==> config.mk <==
export PLATFORM = sky130hd
export DESIGN_NAME = uucd_top
export DESIGN_NICKNAME = d
export VERILOG_FILES = /design/src/logic/uucd_pkg.sv /design/src/logic/uucd_setup_if.sv /design/src/logic/uucd_setup_dec.sv /design/src/logic/uucd_top.sv
export VERILOG_INCLUDE_DIRS = /design/src /design/src/logic
export SDC_FILE = /design/constraint.sdc
export NUM_CORES = 1
export LEC_CHECK = 0
export CORE_MARGIN = 3
export CORE_UTILIZATION = 55
export CTS_CLUSTER_DIAMETER = 30
export DETAILED_ROUTE_END_ITERATION = 6
export DONT_BUFFER_PORTS = 1
export PLACE_DENSITY = 0.67
export SYNTH_ARGS = -nofsm -noshare
export SYNTH_HDL_FRONTEND = slang
export SYNTH_SLANG_ARGS = --single-unit
export TNS_END_PERCENT = 50
==> constraint.sdc <==
create_clock -name pclk -period 4.3 [get_ports pclk]
set_clock_uncertainty 0.2 [all_clocks]
set_input_delay 0.645 -clock pclk [delete_from_list [all_inputs] [get_ports pclk]]
set_output_delay 0.645 -clock pclk [all_outputs]
set_load 0.02 [all_outputs]
==> src/logic/uucd_consts.svh <==
// constants for the usb uart control request decoder
// assumes setup packets arrive little endian, byte 0 in bits 7:0
`ifndef UUCD_CONSTS_SVH
`define UUCD_CONSTS_SVH

`define UUCD_RT_DEV_IN   8'h80
`define UUCD_RT_IF_IN    8'h81
`define UUCD_RT_EP_IN    8'h82
`define UUCD_RT_DEV_OUT  8'h00
`define UUCD_RT_EP_OUT   8'h02
`define UUCD_RT_CLS_OUT  8'h21
`define UUCD_RT_CLS_IN   8'ha1
`define UUCD_RT_VND_OUT  8'h40
`define UUCD_RT_VND_IN   8'hc0

`define UUCD_RQ_GET_STATUS 8'h00
`define UUCD_RQ_CLR_FEAT   8'h01
`define UUCD_RQ_SET_FEAT   8'h03
`define UUCD_RQ_SET_ADDR   8'h05
`define UUCD_RQ_GET_DESC   8'h06
`define UUCD_RQ_GET_CFG    8'h08
`define UUCD_RQ_SET_CFG    8'h09
`define UUCD_RQ_GET_IF     8'h0a
`define UUCD_RQ_SET_LC     8'h20
`define UUCD_RQ_GET_LC     8'h21
`define UUCD_RQ_SET_CLS    8'h22
`define UUCD_RQ_BREAK      8'h23
`define UUCD_RQ_REG_WR     8'h00
`define UUCD_RQ_REG_RD     8'h01

`define UUCD_FEAT_HALT 16'h0000
`define UUCD_FEAT_WAKE 16'h0001
`define UUCD_FEAT_TEST 16'h0002

`define UUCD_EP0   8'h00
`define UUCD_EP1   8'h01
`define UUCD_EP81  8'h81
`define UUCD_EP85  8'h85

`define UUCD_DESC_DEV 8'h01
`define UUCD_DESC_STR 8'h03

`define UUCD_LC_LEN     3'd7
`define UUCD_LC_LEN16   16'h0007
`define UUCD_STAT_LEN   3'd2
`define UUCD_ONE_LEN    3'd1
`define UUCD_STOP_ONE   8'h00
`define UUCD_STOP_TWO   8'h02
`define UUCD_PAR_MAX    8'h04
`define UUCD_BITS_7     8'h07
`define UUCD_BITS_9     8'h09

`define UUCD_CLS_DTR 0
`define UUCD_CLS_RTS 1

`define UUCD_REG_ERR_STAT  12'hc09
`define UUCD_REG_TX_BREAK  12'hc0a
`define UUCD_REG_PIN_SET   12'hc0e
`define UUCD_REG_PIN_CLR   12'hc0f

`define UUCD_OFF_CTRL    8'h00
`define UUCD_OFF_STATUS  8'h04
`define UUCD_OFF_RATE    8'h08
`define UUCD_OFF_FMT     8'h0c
`define UUCD_OFF_BREAK   8'h10
`define UUCD_OFF_LINES   8'h14

`define UUCD_CTRL_SELFPWR 0
`define UUCD_CTRL_DEC_EN  1
`define UUCD_STAT_UNSAFE  13

`define UUCD_LC_RATE_RST 32'h0000_2580
`define UUCD_LC_BITS_RST 8'h08

`endif

==> src/logic/uucd_pkg.sv <==
// types shared by the control request decoder files
// assumes nothing beyond the constants header
package uucd_pkg;
  typedef enum logic [4:0] {
    K_BAD, K_DEV_STATUS, K_IF_STATUS, K_EP_STATUS, K_CLR_WAKE,
    K_CLR_HALT, K_SET_WAKE, K_TEST_MODE, K_SET_HALT, K_SET_ADDR,
    K_GET_DESC, K_GET_CFG, K_SET_CFG, K_GET_IF, K_SET_LC, K_GET_LC,
    K_SET_CLS, K_BREAK, K_REG_WR, K_REG_RD
  } uucd_kind_t;

  typedef enum logic [2:0] {
    ST_IDLE, ST_EXEC, ST_OUT, ST_RDWAIT, ST_IN
  } uucd_state_t;
endpackage : uucd_pkg

==> src/logic/uucd_setup_if.sv <==
// decoded setup packet fields passed from the decoder to the top
// assumes the decoder drives every field combinationally
`timescale 1ns/1ps
interface uucd_setup_if;
  logic [15:0]          value;
  logic [15:0]          index;
  logic [15:0]          length;
  uucd_pkg::uucd_kind_t kind;
  modport dec (output value, output index, output length, output kind);
  modport sink (input value, input index, input length, input kind);
endinterface : uucd_setup_if

==> src/logic/uucd_setup_dec.sv <==
// classifies one eight byte setup packet into a request kind
// assumes the packet is stable while the top samples it
`timescale 1ns/1ps
`include "uucd_consts.svh"
module uucd_setup_dec (
  input wire logic [63:0] setup_pkt,
  uucd_setup_if.dec       sp
);
  import uucd_pkg::*;

  wire [7:0]  rt = setup_pkt[7:0];
  wire [7:0]  rq = setup_pkt[15:8];
  wire [15:0] vl = setup_pkt[31:16];
  wire [15:0] ix = setup_pkt[47:32];

  wire ix_hi0   = (ix[15:8] == 8'h00);
  wire ep_any   = ix_hi0 && (ix[7:0] == `UUCD_EP0 || ix[7:0] == `UUCD_EP1 ||
                  ix[7:0] == `UUCD_EP81 || ix[7:0] == `UUCD_EP85);
  wire ep_halt  = ep_any && (ix[7:0] != `UUCD_EP0);
  wire if_ok    = (ix[15:1] == 15'h0000);
  wire desc_ok  = (vl[15:8] >= `UUCD_DESC_DEV) && (vl[15:8] <= `UUCD_DESC_STR);
  wire cfg_ok   = (vl[15:1] == 15'h0000);
  wire d_in     = (rt == `UUCD_RT_DEV_IN);
  wire d_out    = (rt == `UUCD_RT_DEV_OUT);
  wire c_out    = (rt == `UUCD_RT_CLS_OUT);

  assign sp.value  = vl;
  assign sp.index  = ix;
  assign sp.length = setup_pkt[63:48];

  // three groups: standard, abstract control class, vendor register access
  assign sp.kind =
    (d_in && rq == `UUCD_RQ_GET_STATUS)                     ? K_DEV_STATUS :
    (rt == `UUCD_RT_IF_IN && rq == `UUCD_RQ_GET_STATUS && if_ok)
                                                            ? K_IF_STATUS :
    (rt == `UUCD_RT_EP_IN && rq == `UUCD_RQ_GET_STATUS && ep_any)
                                                            ? K_EP_STATUS :
    (d_out && rq == `UUCD_RQ_CLR_FEAT && vl == `UUCD_FEAT_WAKE)
                                                            ? K_CLR_WAKE :
    (rt == `UUCD_RT_EP_OUT && rq == `UUCD_RQ_CLR_FEAT &&
     vl == `UUCD_FEAT_HALT && ep_any)                       ? K_CLR_HALT :
    (d_out && rq == `UUCD_RQ_SET_FEAT && vl == `UUCD_FEAT_WAKE)
                                                            ? K_SET_WAKE :
    (d_out && rq == `UUCD_RQ_SET_FEAT && vl == `UUCD_FEAT_TEST)
                                                            ? K_TEST_MODE :
    (rt == `UUCD_RT_EP_OUT && rq == `UUCD_RQ_SET_FEAT &&
     vl == `UUCD_FEAT_HALT && ep_halt)                      ? K_SET_HALT :
    (d_out && rq == `UUCD_RQ_SET_ADDR)                      ? K_SET_ADDR :
    (d_in && rq == `UUCD_RQ_GET_DESC && desc_ok)            ? K_GET_DESC :
    (d_in && rq == `UUCD_RQ_GET_CFG)                        ? K_GET_CFG :
    (d_out && rq == `UUCD_RQ_SET_CFG && cfg_ok)             ? K_SET_CFG :
    (rt == `UUCD_RT_IF_IN && rq == `UUCD_RQ_GET_IF && if_ok) ? K_GET_IF :
    (c_out && rq == `UUCD_RQ_SET_LC)                        ? K_SET_LC :
    (rt == `UUCD_RT_CLS_IN && rq == `UUCD_RQ_GET_LC)        ? K_GET_LC :
    (c_out && rq == `UUCD_RQ_SET_CLS)                       ? K_SET_CLS :
    (c_out && rq == `UUCD_RQ_BREAK)                         ? K_BREAK :
    (rt == `UUCD_RT_VND_OUT && rq == `UUCD_RQ_REG_WR)       ? K_REG_WR :
    (rt == `UUCD_RT_VND_IN && rq == `UUCD_RQ_REG_RD)        ? K_REG_RD :
                                                              K_BAD;
endmodule : uucd_setup_dec

==> src/logic/uucd_top.sv <==
// endpoint zero control request decoder of a usb uart bridge
// assumes a usb engine on pclk hands over setup packets and data bytes
//
// Behaviour
// - device status returns two bytes: remote wakeup and self powered
// - set feature selector two starts factory test mode, host avoids it
// - set line coding takes a seven byte host to device data stage
// - get line coding returns the current seven byte structure
// - send break starts a break, duration from the value field
// - set control line state updates modem outputs from value bitmap
// - line coding bytes zero to three are little endian bit rate
// - stop byte: zero one stop bit, two the other, 1.5 refused
// - parity byte: none, odd, even, mark, space as codes 0 to 4
// - data bits byte must be seven, eight or nine
// - value bit zero drives terminal ready, bits 15 to 2 reserved
// - value bit one drives request to send
// - request to send bit ignored while in full duplex mode
// - vendor write and read reach 12-bit registers, address in index
// - pin set, pin clear, break, error status writable while enabled
// - decoder accepts standard, class and vendor register requests
`timescale 1ns/1ps
`include "uucd_consts.svh"
module uucd_top (
  input  wire logic        pclk,
  input  wire logic        presetn,
  input  wire logic        ce,
  input  wire logic        psel,
  input  wire logic        penable,
  input  wire logic        pwrite,
  input  wire logic [7:0]  paddr,
  input  wire logic [31:0] pwdata,
  output logic             pready,
  output logic [31:0]      prdata,
  output logic             pslverr,
  input  wire logic        setup_valid,
  input  wire logic [63:0] setup_pkt,
  input  wire logic        out_valid,
  input  wire logic [7:0]  out_data,
  input  wire logic        in_ready,
  output logic             in_valid,
  output logic [7:0]       in_data,
  output logic             ep0_stall,
  output logic             xfer_done,
  input  wire logic        half_duplex,
  input  wire logic        driver_active,
  input  wire logic        uart_enabled,
  input  wire logic [11:0] reg_rdata,
  output logic             reg_wr,
  output logic             reg_rd,
  output logic [11:0]      reg_addr,
  output logic [11:0]      reg_wdata,
  output logic [6:0]       dev_addr,
  output logic             configured,
  output logic             remote_wake,
  output logic [2:0]       ep_halt,
  output logic             test_go,
  output logic [7:0]       test_sel,
  output logic             desc_req,
  output logic [15:0]      desc_value,
  output logic [15:0]      desc_len,
  output logic             dtr,
  output logic             rts,
  output logic             brk_go,
  output logic [15:0]      brk_len,
  output logic [31:0]      lc_rate,
  output logic [7:0]       lc_stop,
  output logic [7:0]       lc_parity,
  output logic [7:0]       lc_bits,
  output logic             lc_mirror_load
);
  import uucd_pkg::*;

  uucd_setup_if sp ();

  uucd_setup_dec u_dec (
    .setup_pkt (setup_pkt),
    .sp        (sp)
  );

  uucd_state_t      state;
  uucd_state_t      next_state;
  uucd_kind_t       kind_q;
  logic [15:0]      value_q;
  logic [15:0]      index_q;
  logic [15:0]      length_q;
  logic [6:0][7:0]  resp;
  logic [2:0]       resp_len;
  logic [2:0]       ptr;
  logic [5:0][7:0]  lc_buf;
  logic [2:0]       out_cnt;
  logic             self_powered;
  logic             dec_en;
  logic             unsafe_wr;

  // ---- request execution decode
  wire exec      = (state == ST_EXEC);
  wire rdwait    = (state == ST_RDWAIT);
  wire in_take   = (state == ST_IN) && in_valid && in_ready;
  wire in_last   = in_take && (ptr == resp_len - 3'd1);
  wire lc_last   = (state == ST_OUT) && out_valid &&
                   (out_cnt == `UUCD_LC_LEN - 3'd1);
  wire lc_len_ok = (length_q == `UUCD_LC_LEN16);
  wire bad_exec  = exec && (kind_q == K_BAD ||
                   (kind_q == K_SET_LC && !lc_len_ok));

  // natural answer length, cut to what the host asked for
  wire [2:0] nat_len =
    (kind_q == K_DEV_STATUS || kind_q == K_IF_STATUS ||
     kind_q == K_EP_STATUS || kind_q == K_REG_RD) ? `UUCD_STAT_LEN :
    (kind_q == K_GET_CFG || kind_q == K_GET_IF)   ? `UUCD_ONE_LEN :
    (kind_q == K_GET_LC)                          ? `UUCD_LC_LEN : 3'd0;
  wire [2:0] tx_len = (length_q < {13'h0000, nat_len}) ?
                      length_q[2:0] : nat_len;

  wire ep_halted =
    (index_q[7:0] == `UUCD_EP1)  ? ep_halt[0] :
    (index_q[7:0] == `UUCD_EP81) ? ep_halt[1] :
    (index_q[7:0] == `UUCD_EP85) ? ep_halt[2] : 1'b0;

  wire [7:0] dev_stat = {6'h00, remote_wake, self_powered};

  wire [55:0] next_resp =
    (kind_q == K_DEV_STATUS) ? {48'h0, dev_stat} :
    (kind_q == K_EP_STATUS)  ? {48'h0, 7'h00, ep_halted} :
    (kind_q == K_GET_CFG)    ? {48'h0, 7'h00, configured} :
    (kind_q == K_GET_LC)     ? {lc_bits, lc_parity, lc_stop,
                                lc_rate} :
                               56'h0;

  wire in_kind   = (tx_len != 3'd0) && (kind_q != K_REG_RD);
  wire local_end = exec && !bad_exec && !in_kind && kind_q != K_REG_RD &&
                   kind_q != K_SET_LC && kind_q != K_GET_DESC;

  // ---- line coding check on the last data byte
  wire [7:0] lc_stop_in = lc_buf[4];
  wire [7:0] lc_par_in  = lc_buf[5];
  wire stop_ok = (lc_stop_in == `UUCD_STOP_ONE) ||
                 (lc_stop_in == `UUCD_STOP_TWO);
  wire par_ok  = (lc_par_in <= `UUCD_PAR_MAX);
  wire bits_ok = (out_data >= `UUCD_BITS_7) &&
                 (out_data <= `UUCD_BITS_9);
  wire lc_ok   = stop_ok && par_ok && bits_ok;

  wire done_evt  = local_end || (lc_last && lc_ok) || in_last ||
                   (rdwait && resp_len == 3'd0);
  wire stall_evt = bad_exec || (lc_last && !lc_ok);

  always_comb begin
    next_state = state;
    case (state)
      ST_IDLE:   next_state = ST_IDLE;
      ST_EXEC: begin
        if (bad_exec)
          next_state = ST_IDLE;
        else if (kind_q == K_REG_RD)
          next_state = ST_RDWAIT;
        else if (kind_q == K_SET_LC)
          next_state = ST_OUT;
        else if (in_kind)
          next_state = ST_IN;
        else
          next_state = ST_IDLE;
      end
      ST_OUT:    next_state = lc_last ? ST_IDLE : ST_OUT;
      ST_RDWAIT: next_state = (resp_len != 3'd0) ? ST_IN : ST_IDLE;
      ST_IN:     next_state = in_last ? ST_IDLE : ST_IN;
      default:   next_state = ST_IDLE;
    endcase
    // a new setup always aborts whatever transfer is running
    if (setup_valid)
      next_state = ST_EXEC;
  end

  // ---- setup capture; disabled decoder turns every request into a stall
  always_ff @(posedge pclk or negedge presetn) begin
    if (!presetn) begin
      state    <= ST_IDLE;
      kind_q   <= K_BAD;
      value_q  <= 16'h0000;
      index_q  <= 16'h0000;
      length_q <= 16'h0000;
    end else if (ce) begin
      state <= next_state;
      if (setup_valid) begin
        kind_q   <= dec_en ? sp.kind : K_BAD;
        value_q  <= sp.value;
        index_q  <= sp.index;
        length_q <= sp.length;
      end
    end
  end

  // ---- data stages towards and from the host
  always_ff @(posedge pclk or negedge presetn) begin
    if (!presetn) begin
      resp      <= 56'h0;
      resp_len  <= 3'd0;
      ptr       <= 3'd0;
      in_valid  <= 1'b0;
      in_data   <= 8'h00;
      out_cnt   <= 3'd0;
      lc_buf    <= 48'h0;
      ep0_stall <= 1'b0;
      xfer_done <= 1'b0;
    end else if (ce) begin
      xfer_done <= done_evt && !setup_valid;
      if (setup_valid)
        ep0_stall <= 1'b0;
      else if (stall_evt)
        ep0_stall <= 1'b1;
      if (setup_valid) begin
        in_valid <= 1'b0;
      end else if (exec) begin
        resp     <= next_resp;
        resp_len <= tx_len;
        ptr      <= 3'd0;
        out_cnt  <= 3'd0;
        in_data  <= next_resp[7:0];
        in_valid <= in_kind && !bad_exec;
      end else if (rdwait) begin
        resp     <= {44'h0, reg_rdata};
        in_data  <= reg_rdata[7:0];
        in_valid <= (resp_len != 3'd0);
      end else if (in_take) begin
        if (in_last) begin
          in_valid <= 1'b0;
        end else begin
          ptr     <= ptr + 3'd1;
          in_data <= resp[ptr + 3'd1];
        end
      end else if (state == ST_OUT && out_valid && !lc_last) begin
        lc_buf[out_cnt] <= out_data;
        out_cnt         <= out_cnt + 3'd1;
      end
    end
  end

  // ---- standard device state
  always_ff @(posedge pclk or negedge presetn) begin
    if (!presetn) begin
      dev_addr    <= 7'h00;
      configured  <= 1'b0;
      remote_wake <= 1'b0;
      ep_halt     <= 3'b000;
      test_go     <= 1'b0;
      test_sel    <= 8'h00;
      desc_req    <= 1'b0;
      desc_value  <= 16'h0000;
      desc_len    <= 16'h0000;
    end else if (ce) begin
      test_go  <= exec && kind_q == K_TEST_MODE;
      desc_req <= exec && kind_q == K_GET_DESC;
      if (exec) begin
        case (kind_q)
          K_SET_ADDR: dev_addr <= value_q[6:0];
          K_SET_CFG: begin
            configured <= value_q[0];
            ep_halt    <= 3'b000;
          end
          K_SET_WAKE: remote_wake <= 1'b1;
          K_CLR_WAKE: remote_wake <= 1'b0;
          K_SET_HALT, K_CLR_HALT: begin
            if (index_q[7:0] == `UUCD_EP1)
              ep_halt[0] <= (kind_q == K_SET_HALT);
            if (index_q[7:0] == `UUCD_EP81)
              ep_halt[1] <= (kind_q == K_SET_HALT);
            if (index_q[7:0] == `UUCD_EP85)
              ep_halt[2] <= (kind_q == K_SET_HALT);
          end
          K_TEST_MODE: test_sel <= index_q[15:8];
          K_GET_DESC: begin
            desc_value <= value_q;
            desc_len   <= length_q;
          end
          default: ;
        endcase
      end
    end
  end

  // ---- serial side: class requests and vendor register access
  wire reg_exempt = (index_q[11:0] == `UUCD_REG_PIN_SET) ||
                    (index_q[11:0] == `UUCD_REG_PIN_CLR) ||
                    (index_q[11:0] == `UUCD_REG_TX_BREAK) ||
                    (index_q[11:0] == `UUCD_REG_ERR_STAT);
  wire ex_reg_wr  = exec && kind_q == K_REG_WR;
  wire ex_reg_rd  = exec && kind_q == K_REG_RD;
  // flags writes the host should have made with the serial port disabled
  wire unsafe_set = ex_reg_wr && uart_enabled && !reg_exempt;
  wire apb_wr     = psel && penable && pwrite;
  wire unsafe_clr = apb_wr && paddr == `UUCD_OFF_STATUS &&
                    pwdata[`UUCD_STAT_UNSAFE];

  always_ff @(posedge pclk or negedge presetn) begin
    if (!presetn) begin
      dtr            <= 1'b0;
      rts            <= 1'b0;
      brk_go         <= 1'b0;
      brk_len        <= 16'h0000;
      reg_wr         <= 1'b0;
      reg_rd         <= 1'b0;
      reg_addr       <= 12'h000;
      reg_wdata      <= 12'h000;
      unsafe_wr      <= 1'b0;
      lc_rate        <= `UUCD_LC_RATE_RST;
      lc_stop        <= `UUCD_STOP_ONE;
      lc_parity      <= 8'h00;
      lc_bits        <= `UUCD_LC_BITS_RST;
      lc_mirror_load <= 1'b0;
    end else if (ce) begin
      brk_go         <= exec && kind_q == K_BREAK;
      reg_wr         <= ex_reg_wr;
      reg_rd         <= ex_reg_rd;
      // set wins over a software clear in the same cycle
      unsafe_wr      <= unsafe_set || (unsafe_wr && !unsafe_clr);
      lc_mirror_load <= lc_last && lc_ok && !driver_active;
      if (exec && kind_q == K_BREAK)
        brk_len <= value_q;
      if (exec && kind_q == K_SET_CLS) begin
        dtr <= value_q[`UUCD_CLS_DTR];
        if (half_duplex)
          rts <= value_q[`UUCD_CLS_RTS];
      end
      if (ex_reg_wr || ex_reg_rd)
        reg_addr <= index_q[11:0];
      if (ex_reg_wr)
        reg_wdata <= value_q[11:0];
      if (lc_last && lc_ok) begin
        lc_rate   <= {lc_buf[3], lc_buf[2], lc_buf[1], lc_buf[0]};
        lc_stop   <= lc_stop_in;
        lc_parity <= lc_par_in;
        lc_bits   <= out_data;
      end
    end
  end

  // ---- apb slave, zero wait states; read data prepared in setup phase
  wire apb_setup = psel && !penable;
  wire hit_ctrl  = (paddr == `UUCD_OFF_CTRL);
  wire addr_ok   = hit_ctrl || paddr == `UUCD_OFF_STATUS ||
                   paddr == `UUCD_OFF_RATE || paddr == `UUCD_OFF_FMT ||
                   paddr == `UUCD_OFF_BREAK || paddr == `UUCD_OFF_LINES;
  wire [31:0] stat_word = {17'h0, ep0_stall, unsafe_wr, ep_halt,
                           remote_wake, configured, 1'b0, dev_addr};
  wire [31:0] rd_mux =
    hit_ctrl                      ? {30'h0, dec_en, self_powered} :
    (paddr == `UUCD_OFF_STATUS)   ? stat_word :
    (paddr == `UUCD_OFF_RATE)     ? lc_rate :
    (paddr == `UUCD_OFF_FMT)      ? {8'h00, lc_bits, lc_parity, lc_stop} :
    (paddr == `UUCD_OFF_BREAK)    ? {16'h0000, brk_len} :
    (paddr == `UUCD_OFF_LINES)    ? {30'h0, rts, dtr} : 32'h0;

  always_ff @(posedge pclk or negedge presetn) begin
    if (!presetn) begin
      pready       <= 1'b0;
      prdata       <= 32'h0;
      pslverr      <= 1'b0;
      self_powered <= 1'b0;
      dec_en       <= 1'b1;
    end else if (ce) begin
      pready <= 1'b1;
      if (apb_setup) begin
        prdata  <= pwrite ? 32'h0 : rd_mux;
        pslverr <= !addr_ok;
      end
      if (apb_wr && hit_ctrl) begin
        self_powered <= pwdata[`UUCD_CTRL_SELFPWR];
        dec_en       <= pwdata[`UUCD_CTRL_DEC_EN];
      end
    end
  end
endmodule : uucd_top

; ---- After elaboration in Yosys (flattened, before gate mapping)
; Index checks and enable logic that the tools add are counted.
[classes]
n_addsub = 3
n_bitwise = 4
n_mux = 78
eq_ne = 73
n_reduce_logical = 155
order_cmp = 9
[ops]
columns = operator, n
row1 = $mux W56, 6
row2 = $mux W32, 4
row3 = $mux W5, 20
row4 = $eq A8 B8 Y1 const B, 9
row5 = $logic_and A1 B1 Y1, 72
row6 = $mux W3, 19
row7 = $bwmux W48, 1
row8 = $eq A12 B12 Y1 const B, 4
row9 = $logic_not A8 Y1, 6
row10 = $mux W8, 6
row11 = $eq A5 B4 Y1 const B, 8
row12 = $eq A8 B4 Y1 const B, 5
row13 = $eq A8 B6 Y1 const B, 5
row14 = $logic_not A15 Y1, 2
row15 = $reduce_and A3 Y1, 9
row16 = $bmux W8 S3, 1
row17 = $demux W8 S3, 1
row18 = $eq A8 B1 Y1 const B, 3
row19 = $eq A8 B2 Y1 const B, 3
row20 = $eq A8 B3 Y1 const B, 3
row21 = $mux W24, 1
row22 = $logic_or A1 B1 Y1, 23
row23 = $eq A5 B3 Y1 const B, 4
row24 = $eq A5 B5 Y1 const B, 4
row25 = 45 further kinds, 103
[word_totals]
wordCells = 377
in_bits = 136
reg_bits = 373
out_inout_bits = 201

; ---- Longest topological paths before layout
; Gate-level depths: netlist of run 1.
[logic_depth]
depth_word = 22
ltp_mapped = 12
depth_no_buf = 11

; ---- By module
; A second synthesis of run 1 with hierarchy kept.
[hier_totals]
cells_unflattened = 1353
area_unflattened_um2 = 16858.7
[by_module_without_submodules]
columns = mod, area_per_inst_um2, seq_area_each_um2, cells_per_inst, instances
row1 = uucd_top, 15922.8, 9341.5, 1217, 1
row2 = uucd_setup_dec, 935.9, 0.0, 136, 1

; ---- Worst setup path before layout of run 1
; Ideal clock, no wire load.
[synth_timing]
path_kind = reg2reg
start = register kind_q[4]
end = register xfer_done
path_slack_ns = 1.167
path_stages_with_launch = 13
required_ns = 3.975
path_buffers = 1
period_less_slack_ns = 3.133
setup_ns = 0.125
t_arrival_ns = 2.808
path_cell_list = dfrtp_1 > clkbuf_1 > and3b_1 > o21ai_0 > o31ai_1 > a21oi_1 > ha_1 > o21ai_0 > a41oi_1 > nor3_1 > mux2_2 > a221oi_1 > o2bb2ai_1
[synth_via]
elab_chain_len = 18
word_cells_on_any_way = 37
cone_classes = order compare (1) / eq/ne (11) / mux (4) / reduce/logical (21)
[synth_rtl]
columns = item, line
row1 = start: declaration, uucd_top.sv:82  ; uucd_kind_t kind_q;
row2 = start signal: assignment, uucd_top.sv:185  ; kind_q <= dec_en ? sp.kind : K_BAD;
row3 = $eq A5 B1 Y1 / $eq A5 B2 Y1 (equally long branches), uucd_top.sv:108  ; (kind_q == K_DEV_STATUS || kind_q == K_IF_STATUS ||
row4 = $logic_or A1 B1 Y1 (2 in a row), uucd_top.sv:108
row5 = $logic_or A1 B1 Y1, uucd_top.sv:109  ; kind_q == K_EP_STATUS || kind_q == K_REG_RD) ? `UUCD_STAT_LEN :
row6 = $mux W3, uucd_top.sv:108
row7 = $lt A16 B3 Y1, uucd_top.sv:112  ; wire [2:0] tx_len = (length_q < {13'h0000, nat_len}) ?
row8 = $mux W3, uucd_top.sv:112
row9 = $reduce_bool A3 Y1, uucd_top.sv:130  ; wire in_kind = (tx_len != 3'd0) && (kind_q != K_REG_RD);
row10 = $logic_and A1 B1 Y1, uucd_top.sv:130
row11 = $logic_not A1 Y1, uucd_top.sv:131  ; wire local_end = exec && !bad_exec && !in_kind && kind_q != K_REG_RD &&
row12 = $logic_and A1 B1 Y1 (3 in a row), uucd_top.sv:131
row13 = $logic_and A1 B1 Y1 *, uucd_top.sv:132  ; kind_q != K_SET_LC && kind_q != K_GET_DESC;
row14 = $logic_or A1 B1 Y1 * (3 in a row), uucd_top.sv:144  ; wire done_evt = local_end || (lc_last && lc_ok) || in_last ||
row15 = $logic_and A1 B1 Y1 *, uucd_top.sv:206  ; xfer_done <= done_evt && !setup_valid;
row16 = end signal: assignment, uucd_top.sv:206
row17 = end: declaration, uucd_top.sv:43  ; output logic xfer_done,
; Every way passes the cells marked *; elsewhere a longest branch is shown, timed or not.
; A chain may end at the register's enable or synchronous reset.

; ---- Worst setup path after layout of run 1
[layout_timing]
start = register kind_q[1]
end = register xfer_done
; The elaborated chain is that of the path after synthesis.

==> impl_metrics.ini, run 1 <==
[finish]
nets = 1504
multi_input_area_um2 = 6710
seq_area_um2 = 9340
drive_gt1_share_pct = 29.0
mostFrequentLayoutCells = dfrtp_1 (367), mux2_2 (233), nor2_1 (90)
layoutNonFillerInstCount = 1808
final_util_pct = 66.5
synthToLayoutAreaGrowth_pct = 17.7
final_area_um2 = 19300
nFillCells = 2216
layout_commonest_cell = dfrtp_1

[worst_setup_path]
cp-start-kind = register
crit_arrival_ns = 3.86
end_kind = register
required_ns = 4.53
worstSetupPathType = reg -> reg
crit_fanout = 16

[run]
cap_violations = 0

[sta]
fin_tns_setup_ns = 0
holdWs_ns = -0.402
tightest_slew_ns = 1.09
post-route-period-util_pct = 84.5
setup_viol = 0
rsz0062_at_grt = false
finalHoldViolCount = 368
slew_viol_final = 0
period_needed_ns = 3.63
fmax_mhz = 275
slew_headroom_pct = 27.3

[synth]
yosysWarningCount = 0
synth.avg_cell_area_um2 = 12.2
synth_edf_count = 0
syn_nets = 1487
ys_seq_area_share_pct = 56.8
synth_cells = 1344
async_flop_share_pct = 100
ys_ff_latch = 373
synthDistinctLibCells = 67
synth_flop_cell = dfrtp_1
syn_area_um2 = 16400

[routing]
drt-total-wl_mm = 46.3
first_pass_iters = 6
vias_per_cell = 6.34
drt-wirelength-per-cell_um = 25.6
via_count = 11460
drt_iter0_drc = 1068
final_antenna_net_count = 0
route.detailed.drc = 0

[cts]
cts_setup_buffers = 0
clk_root_buffer_cell = clkbuf_16
postCtsResizedCells = 0
cts_made_buffers = 74
cts_tree = yes
cts_buffer_depth = 3
cts_hold_buf = 2
htreeDepth = 3
clk_latency_ns = 0.55
clkTransAtPathRegs_ns = 0.05
clock_sinks = 373

[pwr]
ir_worst_vdd_mv = 0.440
p_per_area_nw_per_um2 = 514
leakage_nw = 8.95

[die]
io_pins = 337
die_height_um = 179
num_rows = 62
die_area_um2 = 32000
initial_utilization_pct = 56.5
fp.dieW_um = 179
core-area_um2 = 29100

[global_routing]
gr-total-overflow = 0
antenna_found_initial = 3
grt_usage_pct = 28.8
grt_max_degree = 374
first_global_vias = 11680
grt_pass1_wl_mm = 70.1

[outcome]
status = complete, but fails checks
violations = negative hold slack

[place]
port_buffers = 0
place_hpwl_mm = 32.0
gp_congestion = 0.929
place_area_um2 = 16700
placed_cells = 1667

[worst_hold_path]
hold_path.class = in -> async
-- worst paths after layout --
kind / start / to / slack [ns] / cells past startpoint
setup / recovery: kind_q[1]$_DFFE_PN0P_ / xfer_done$_DFFE_PN0P_ / 0.67 / 10
hold / removal: presetn / resp[55]$_DFFE_PN0P_ / -0.40 / 0
setup reg to reg: kind_q[1]$_DFFE_PN0P_ / xfer_done$_DFFE_PN0P_ / 0.67 / 10
hold reg to reg: resp[2]$_DFFE_PN0P_ / resp[2]$_DFFE_PN0P_ / 0.28 / 2
max in group asynchronous: presetn / desc_len[8]$_DFFE_PN0P_ / 3.75 / 0
min in group pclk: out_data[1] / lc_buf[17]$_DFFE_PN0P_ / 0.04 / 1
-- kinds of logic after synthesis --
kind of cell    share of synthesized area [%]
flops                                    56.8
fa+ha+maj                               0.533
mux                                      18.2
xor+xnor                                0.723
simple gates                             11.4
compound gates                           9.96
buf+inv                                  2.35
-- metal layers --
layer  GRT usage (%)  vias to the layer above  routed length [µm]  share of wire, %
met5               0                        -                  21             0.045
li1                -                     5037                   -                 -
met2            43.5                      547               21100                45
met3            10.9                       80                5390                12
met1            38.9                     5792               18800                41
met4            8.67                        4                1010               2.2
-- cells in the mapped netlist (all sizes together), types with 6 or more instances --
library cell,instances,area (µm²)
dfrtp,367,9180
mux2,233,2620
nor2,93,364
nand2,82,308
a22o,57,499
a21oi,55,275
clkbuf,55,208
o21ai,51,255
nor3,34,180
nor4,28,218
nand3,24,120
buf,23,118
nor2b,22,138
mux2i,19,190
inv,16,60.1
a22oi,13,97.6
nand4,13,81.3
o31ai,13,97.6
a31oi,11,68.8
and3,9,56.3
or2,9,56.3
mux4,8,180
ha,7,87.6
nand2b,7,43.8
a222oi,6,60.1
dfstp,6,158
nor4b,6,52.6
or4,6,45.0
xor2,6,52.6
-- report_power, final --
part | internal (mW) | switching [mW]
clock | 3.91 | 1.89
combinational | 0.153 | 0.142
sequential | 3.65 | 0.190
-- critical path, stage by stage (launching register included) --
cell and delay [ns]:
dfrtp_1 0.59, inv_1 0.29, nor4_1 0.44, a21oi_1 0.13, ha_1 0.31, o21ai_0 0.21, a41oi_1 0.09, nor3_1 0.49
mux2_2 0.43, a221oi_1 0.27, o2bb2ai_1 0.08
-- registers in the layout, summed over array words and instances, names as in the netlist, 32 cells and up --
register and flops:
lc_rate 32, lc_buf 32, resp 56, prdata 32
-- area by class of cell --
type	instances	area share, %
clock inverter	42	2.81
clock buffer	95	10.5
timing repair buffer	19	0.892
tap	384	2.48
sequential	373	48.3
antenna	2	0.0259
inverter	16	0.310
multi-input combinational	877	34.7
-- per-stage QoR --
step	setup slack [ns]	hold WS, ns	power [mW]
floorplan	1.17	0.149	4.09
global placement	0.840	0.162	4.16
detailed placement	0.697	0.161	4.18
CTS	0.664	-0.421	10.0
global route	0.324	-0.427	10.3
finish	0.665	-0.402	9.94
(Power assumes the default switching activity.)
==> inputs of run 2 (changes only) <==
--- a/config.mk
+++ b/config.mk
@@ -11,7 +11,7 @@
 export CTS_CLUSTER_DIAMETER = 30
 export DETAILED_ROUTE_END_ITERATION = 6
 export DONT_BUFFER_PORTS = 1
-export PLACE_DENSITY = 0.67
+export PLACE_DENSITY = 0.7
 export SYNTH_ARGS = -nofsm -noshare
 export SYNTH_HDL_FRONTEND = slang
 export SYNTH_SLANG_ARGS = --single-unit
==> constraint.sdc (replaced) <==
create_clock -name pclk -period 3.28 [get_ports pclk]
set_clock_uncertainty 0.2 [all_clocks]
set_input_delay 0.492 -clock pclk [delete_from_list [all_inputs] [get_ports pclk]]
set_output_delay 0.492 -clock pclk [all_outputs]
set_load 0.02 [all_outputs]
==> run 2 against run 1 <==
  * The flow finishes with violations (design-rule violations, negative hold slack)
  * Register-to-register slack worse by 0.47 ns
  * Design area is 5.6% higher
  * Global-route usage rose by 1.8 points
  * Sequential power increased by 31%
  * Via count grew 5.5%
  * Cell count up 5.8%
  * Die area stayed put
  * Critical path depth grew 1
  * Critical endpoint unchanged
  * Highest routed layer is now met4
==> impl_metrics.ini, run 2 (synthesis results as in run 1) <==
[global_routing]
grt_usage_pct = 30.6
antenna_found_initial = 3
gr-total-overflow = 0
grt_pass1_wl_mm = 74.5
first_global_vias = 12489
grt_max_degree = 374

[worst_setup_path]
crit_fanout = 10
crit_arrival_ns = 3.31
timing.rr.end = xfer_done$_DFFE_PN0P_
required_ns = 3.51
reg2reg_from = kind_q[3]$_DFFE_PN0P_
end_kind = register
r2r_cells = 11
rrSetupSlack_ns = 0.20
worstSetupPathType = reg -> reg
cp-start-kind = register

[finish]
largest_reg_flops = 56
final_area_um2 = 20400
mostFrequentLayoutCells = dfrtp_1 (367), mux2_2 (233), nor2_1 (90)
layout_commonest_cell = dfrtp_1
final_util_pct = 70.2
synthToLayoutAreaGrowth_pct = 24.3
drive_gt1_share_pct = 29.1
top_register = resp
nets = 1606

[sta]
fmax_mhz = 325
setup_viol = 0
period_needed_ns = 3.08
holdWs_ns = -0.545
slew_viol_final = 0
fin_tns_setup_ns = 0
tightest_slew_ns = 0.804
post-route-period-util_pct = 93.9
finalHoldViolCount = 372
slew_headroom_pct = 46.4
rsz0062_at_grt = false

[die]
die_height_um = 179
core-area_um2 = 29100
initial_utilization_pct = 56.5
num_rows = 62
die_area_um2 = 32000
fp.dieW_um = 179
io_pins = 337

[outcome]
status = complete, but fails checks
violations = design-rule violations, negative hold slack

[run]
cap_violations = 0

[routing]
vias_per_cell = 6.32
final_antenna_net_count = 0
drt_iter0_drc = 1088
first_pass_iters = 7
route.detailed.drc = 2
via_count = 12088
drt-wirelength-per-cell_um = 26.0
drt-total-wl_mm = 49.7

[pwr]
ir_worst_vdd_mv = 0.449
leakage_nw = 9.43
p_per_area_nw_per_um2 = 662

[cts]
cts_setup_buffers = 0
cts_tree = yes
clock_sinks = 373
htreeDepth = 3
cts_buffer_depth = 3
clkTransAtPathRegs_ns = 0.05
cts_made_buffers = 78
cts_hold_buf = 81
clk_root_buffer_cell = clkbuf_16
clk_latency_ns = 0.56

[place]
place_area_um2 = 16900
port_buffers = 0
place_hpwl_mm = 32.6
gp_congestion = 0.882

[worst_hold_path]
hold_path.class = in -> async
run 2: changes by cell type in the layout (fill, tap and decap cells not counted), sizes merged:
cell         before  now
clkinv           19   20
buf              17   36
clkinvlp          6   13
dlygate4sd3       2   81
clkbuf           95   96
inv              24   21
run 2: report_power, final:
| group | leakage, nW | internal [mW] | switching [mW] | total [mW] |
|---|---|---|---|---|
| Combinational | 3.11 | 0.268 | 0.234 | 0.502 |
| Clock | 1.30 | 5.39 | 2.57 | 7.96 |
| Sequential | 5.02 | 4.79 | 0.257 | 5.04 |
run 2: through the flow:
step	cells	setup WS [ns]	total power, mW
after floorplan	1344	0.147	5.37
after global placement	1686	0.240	5.47
after detailed placement	1686	0.146	5.49
after CTS	1910	0.122	13.6
after global routing	1911	0.0570	13.9
final	1912	0.200	13.5
run 2: what timing repair did:
action                                 CTS  global route
endpoints found under the hold margin  518           373
resized for setup                        0             1
setup endpoints to repair                0             2
run 2: worst max-delay path by stage:
stage,endpoint,slack [ns],cells past startpoint,from
final,xfer_done$_DFFE_PN0P_,0.20,11,kind_q[3]$_DFFE_PN0P_
after global routing,xfer_done$_DFFE_PN0P_,0.06,11,kind_q[3]$_DFFE_PN0P_
after CTS,xfer_done$_DFFE_PN0P_,0.12,11,kind_q[3]$_DFFE_PN0P_
after detailed placement,xfer_done$_DFFE_PN0P_,0.15,11,kind_q[3]$_DFFE_PN0P_
after global placement,xfer_done$_DFFE_PN0P_,0.24,11,kind_q[3]$_DFFE_PN0P_
after floorplan,xfer_done$_DFFE_PN0P_,0.15,12,kind_q[4]$_DFFE_PN0P_
run 2: worst max-delay path, stage by stage (launching register included):
cell and delay [ns]:
dfrtp_1 0.46, and3b_1 0.25, o21ai_0 0.17, o31ai_1 0.10, a21oi_1 0.21, ha_1 0.26
o21ai_0 0.18, a41oi_1 0.09, nor3_2 0.26, mux2_2 0.39, a221oi_1 0.28, o2bb2ai_1 0.10
run 2: layer usage:
| metal | GRT usage [%] | up-vias | wire (µm) |
|---|---|---|---|
| met5 | 0 | - | 0 |
| met4 | 11.5 | 0 | 1600 |
| met3 | 12.6 | 124 | 6190 |
| met2 | 46.8 | 630 | 22900 |
| met1 | 39.3 | 6122 | 19000 |
| li1 | - | 5212 | - |
run 2: area by class of cell:
| type | count | area, µm² |
|---|---|---|
| Sequential cell | 373 | 9340 |
| Antenna cell | 2 | 5.00 |
| Fill cell | 2027 | 8670 |
| Clock buffer | 96 | 2150 |
| Inverter | 16 | 60.1 |
| Tap cell | 384 | 480 |
| Multi-Input combinational cell | 877 | 6720 |
| Clock inverter | 47 | 561 |
| Timing Repair Buffer | 117 | 1110 |
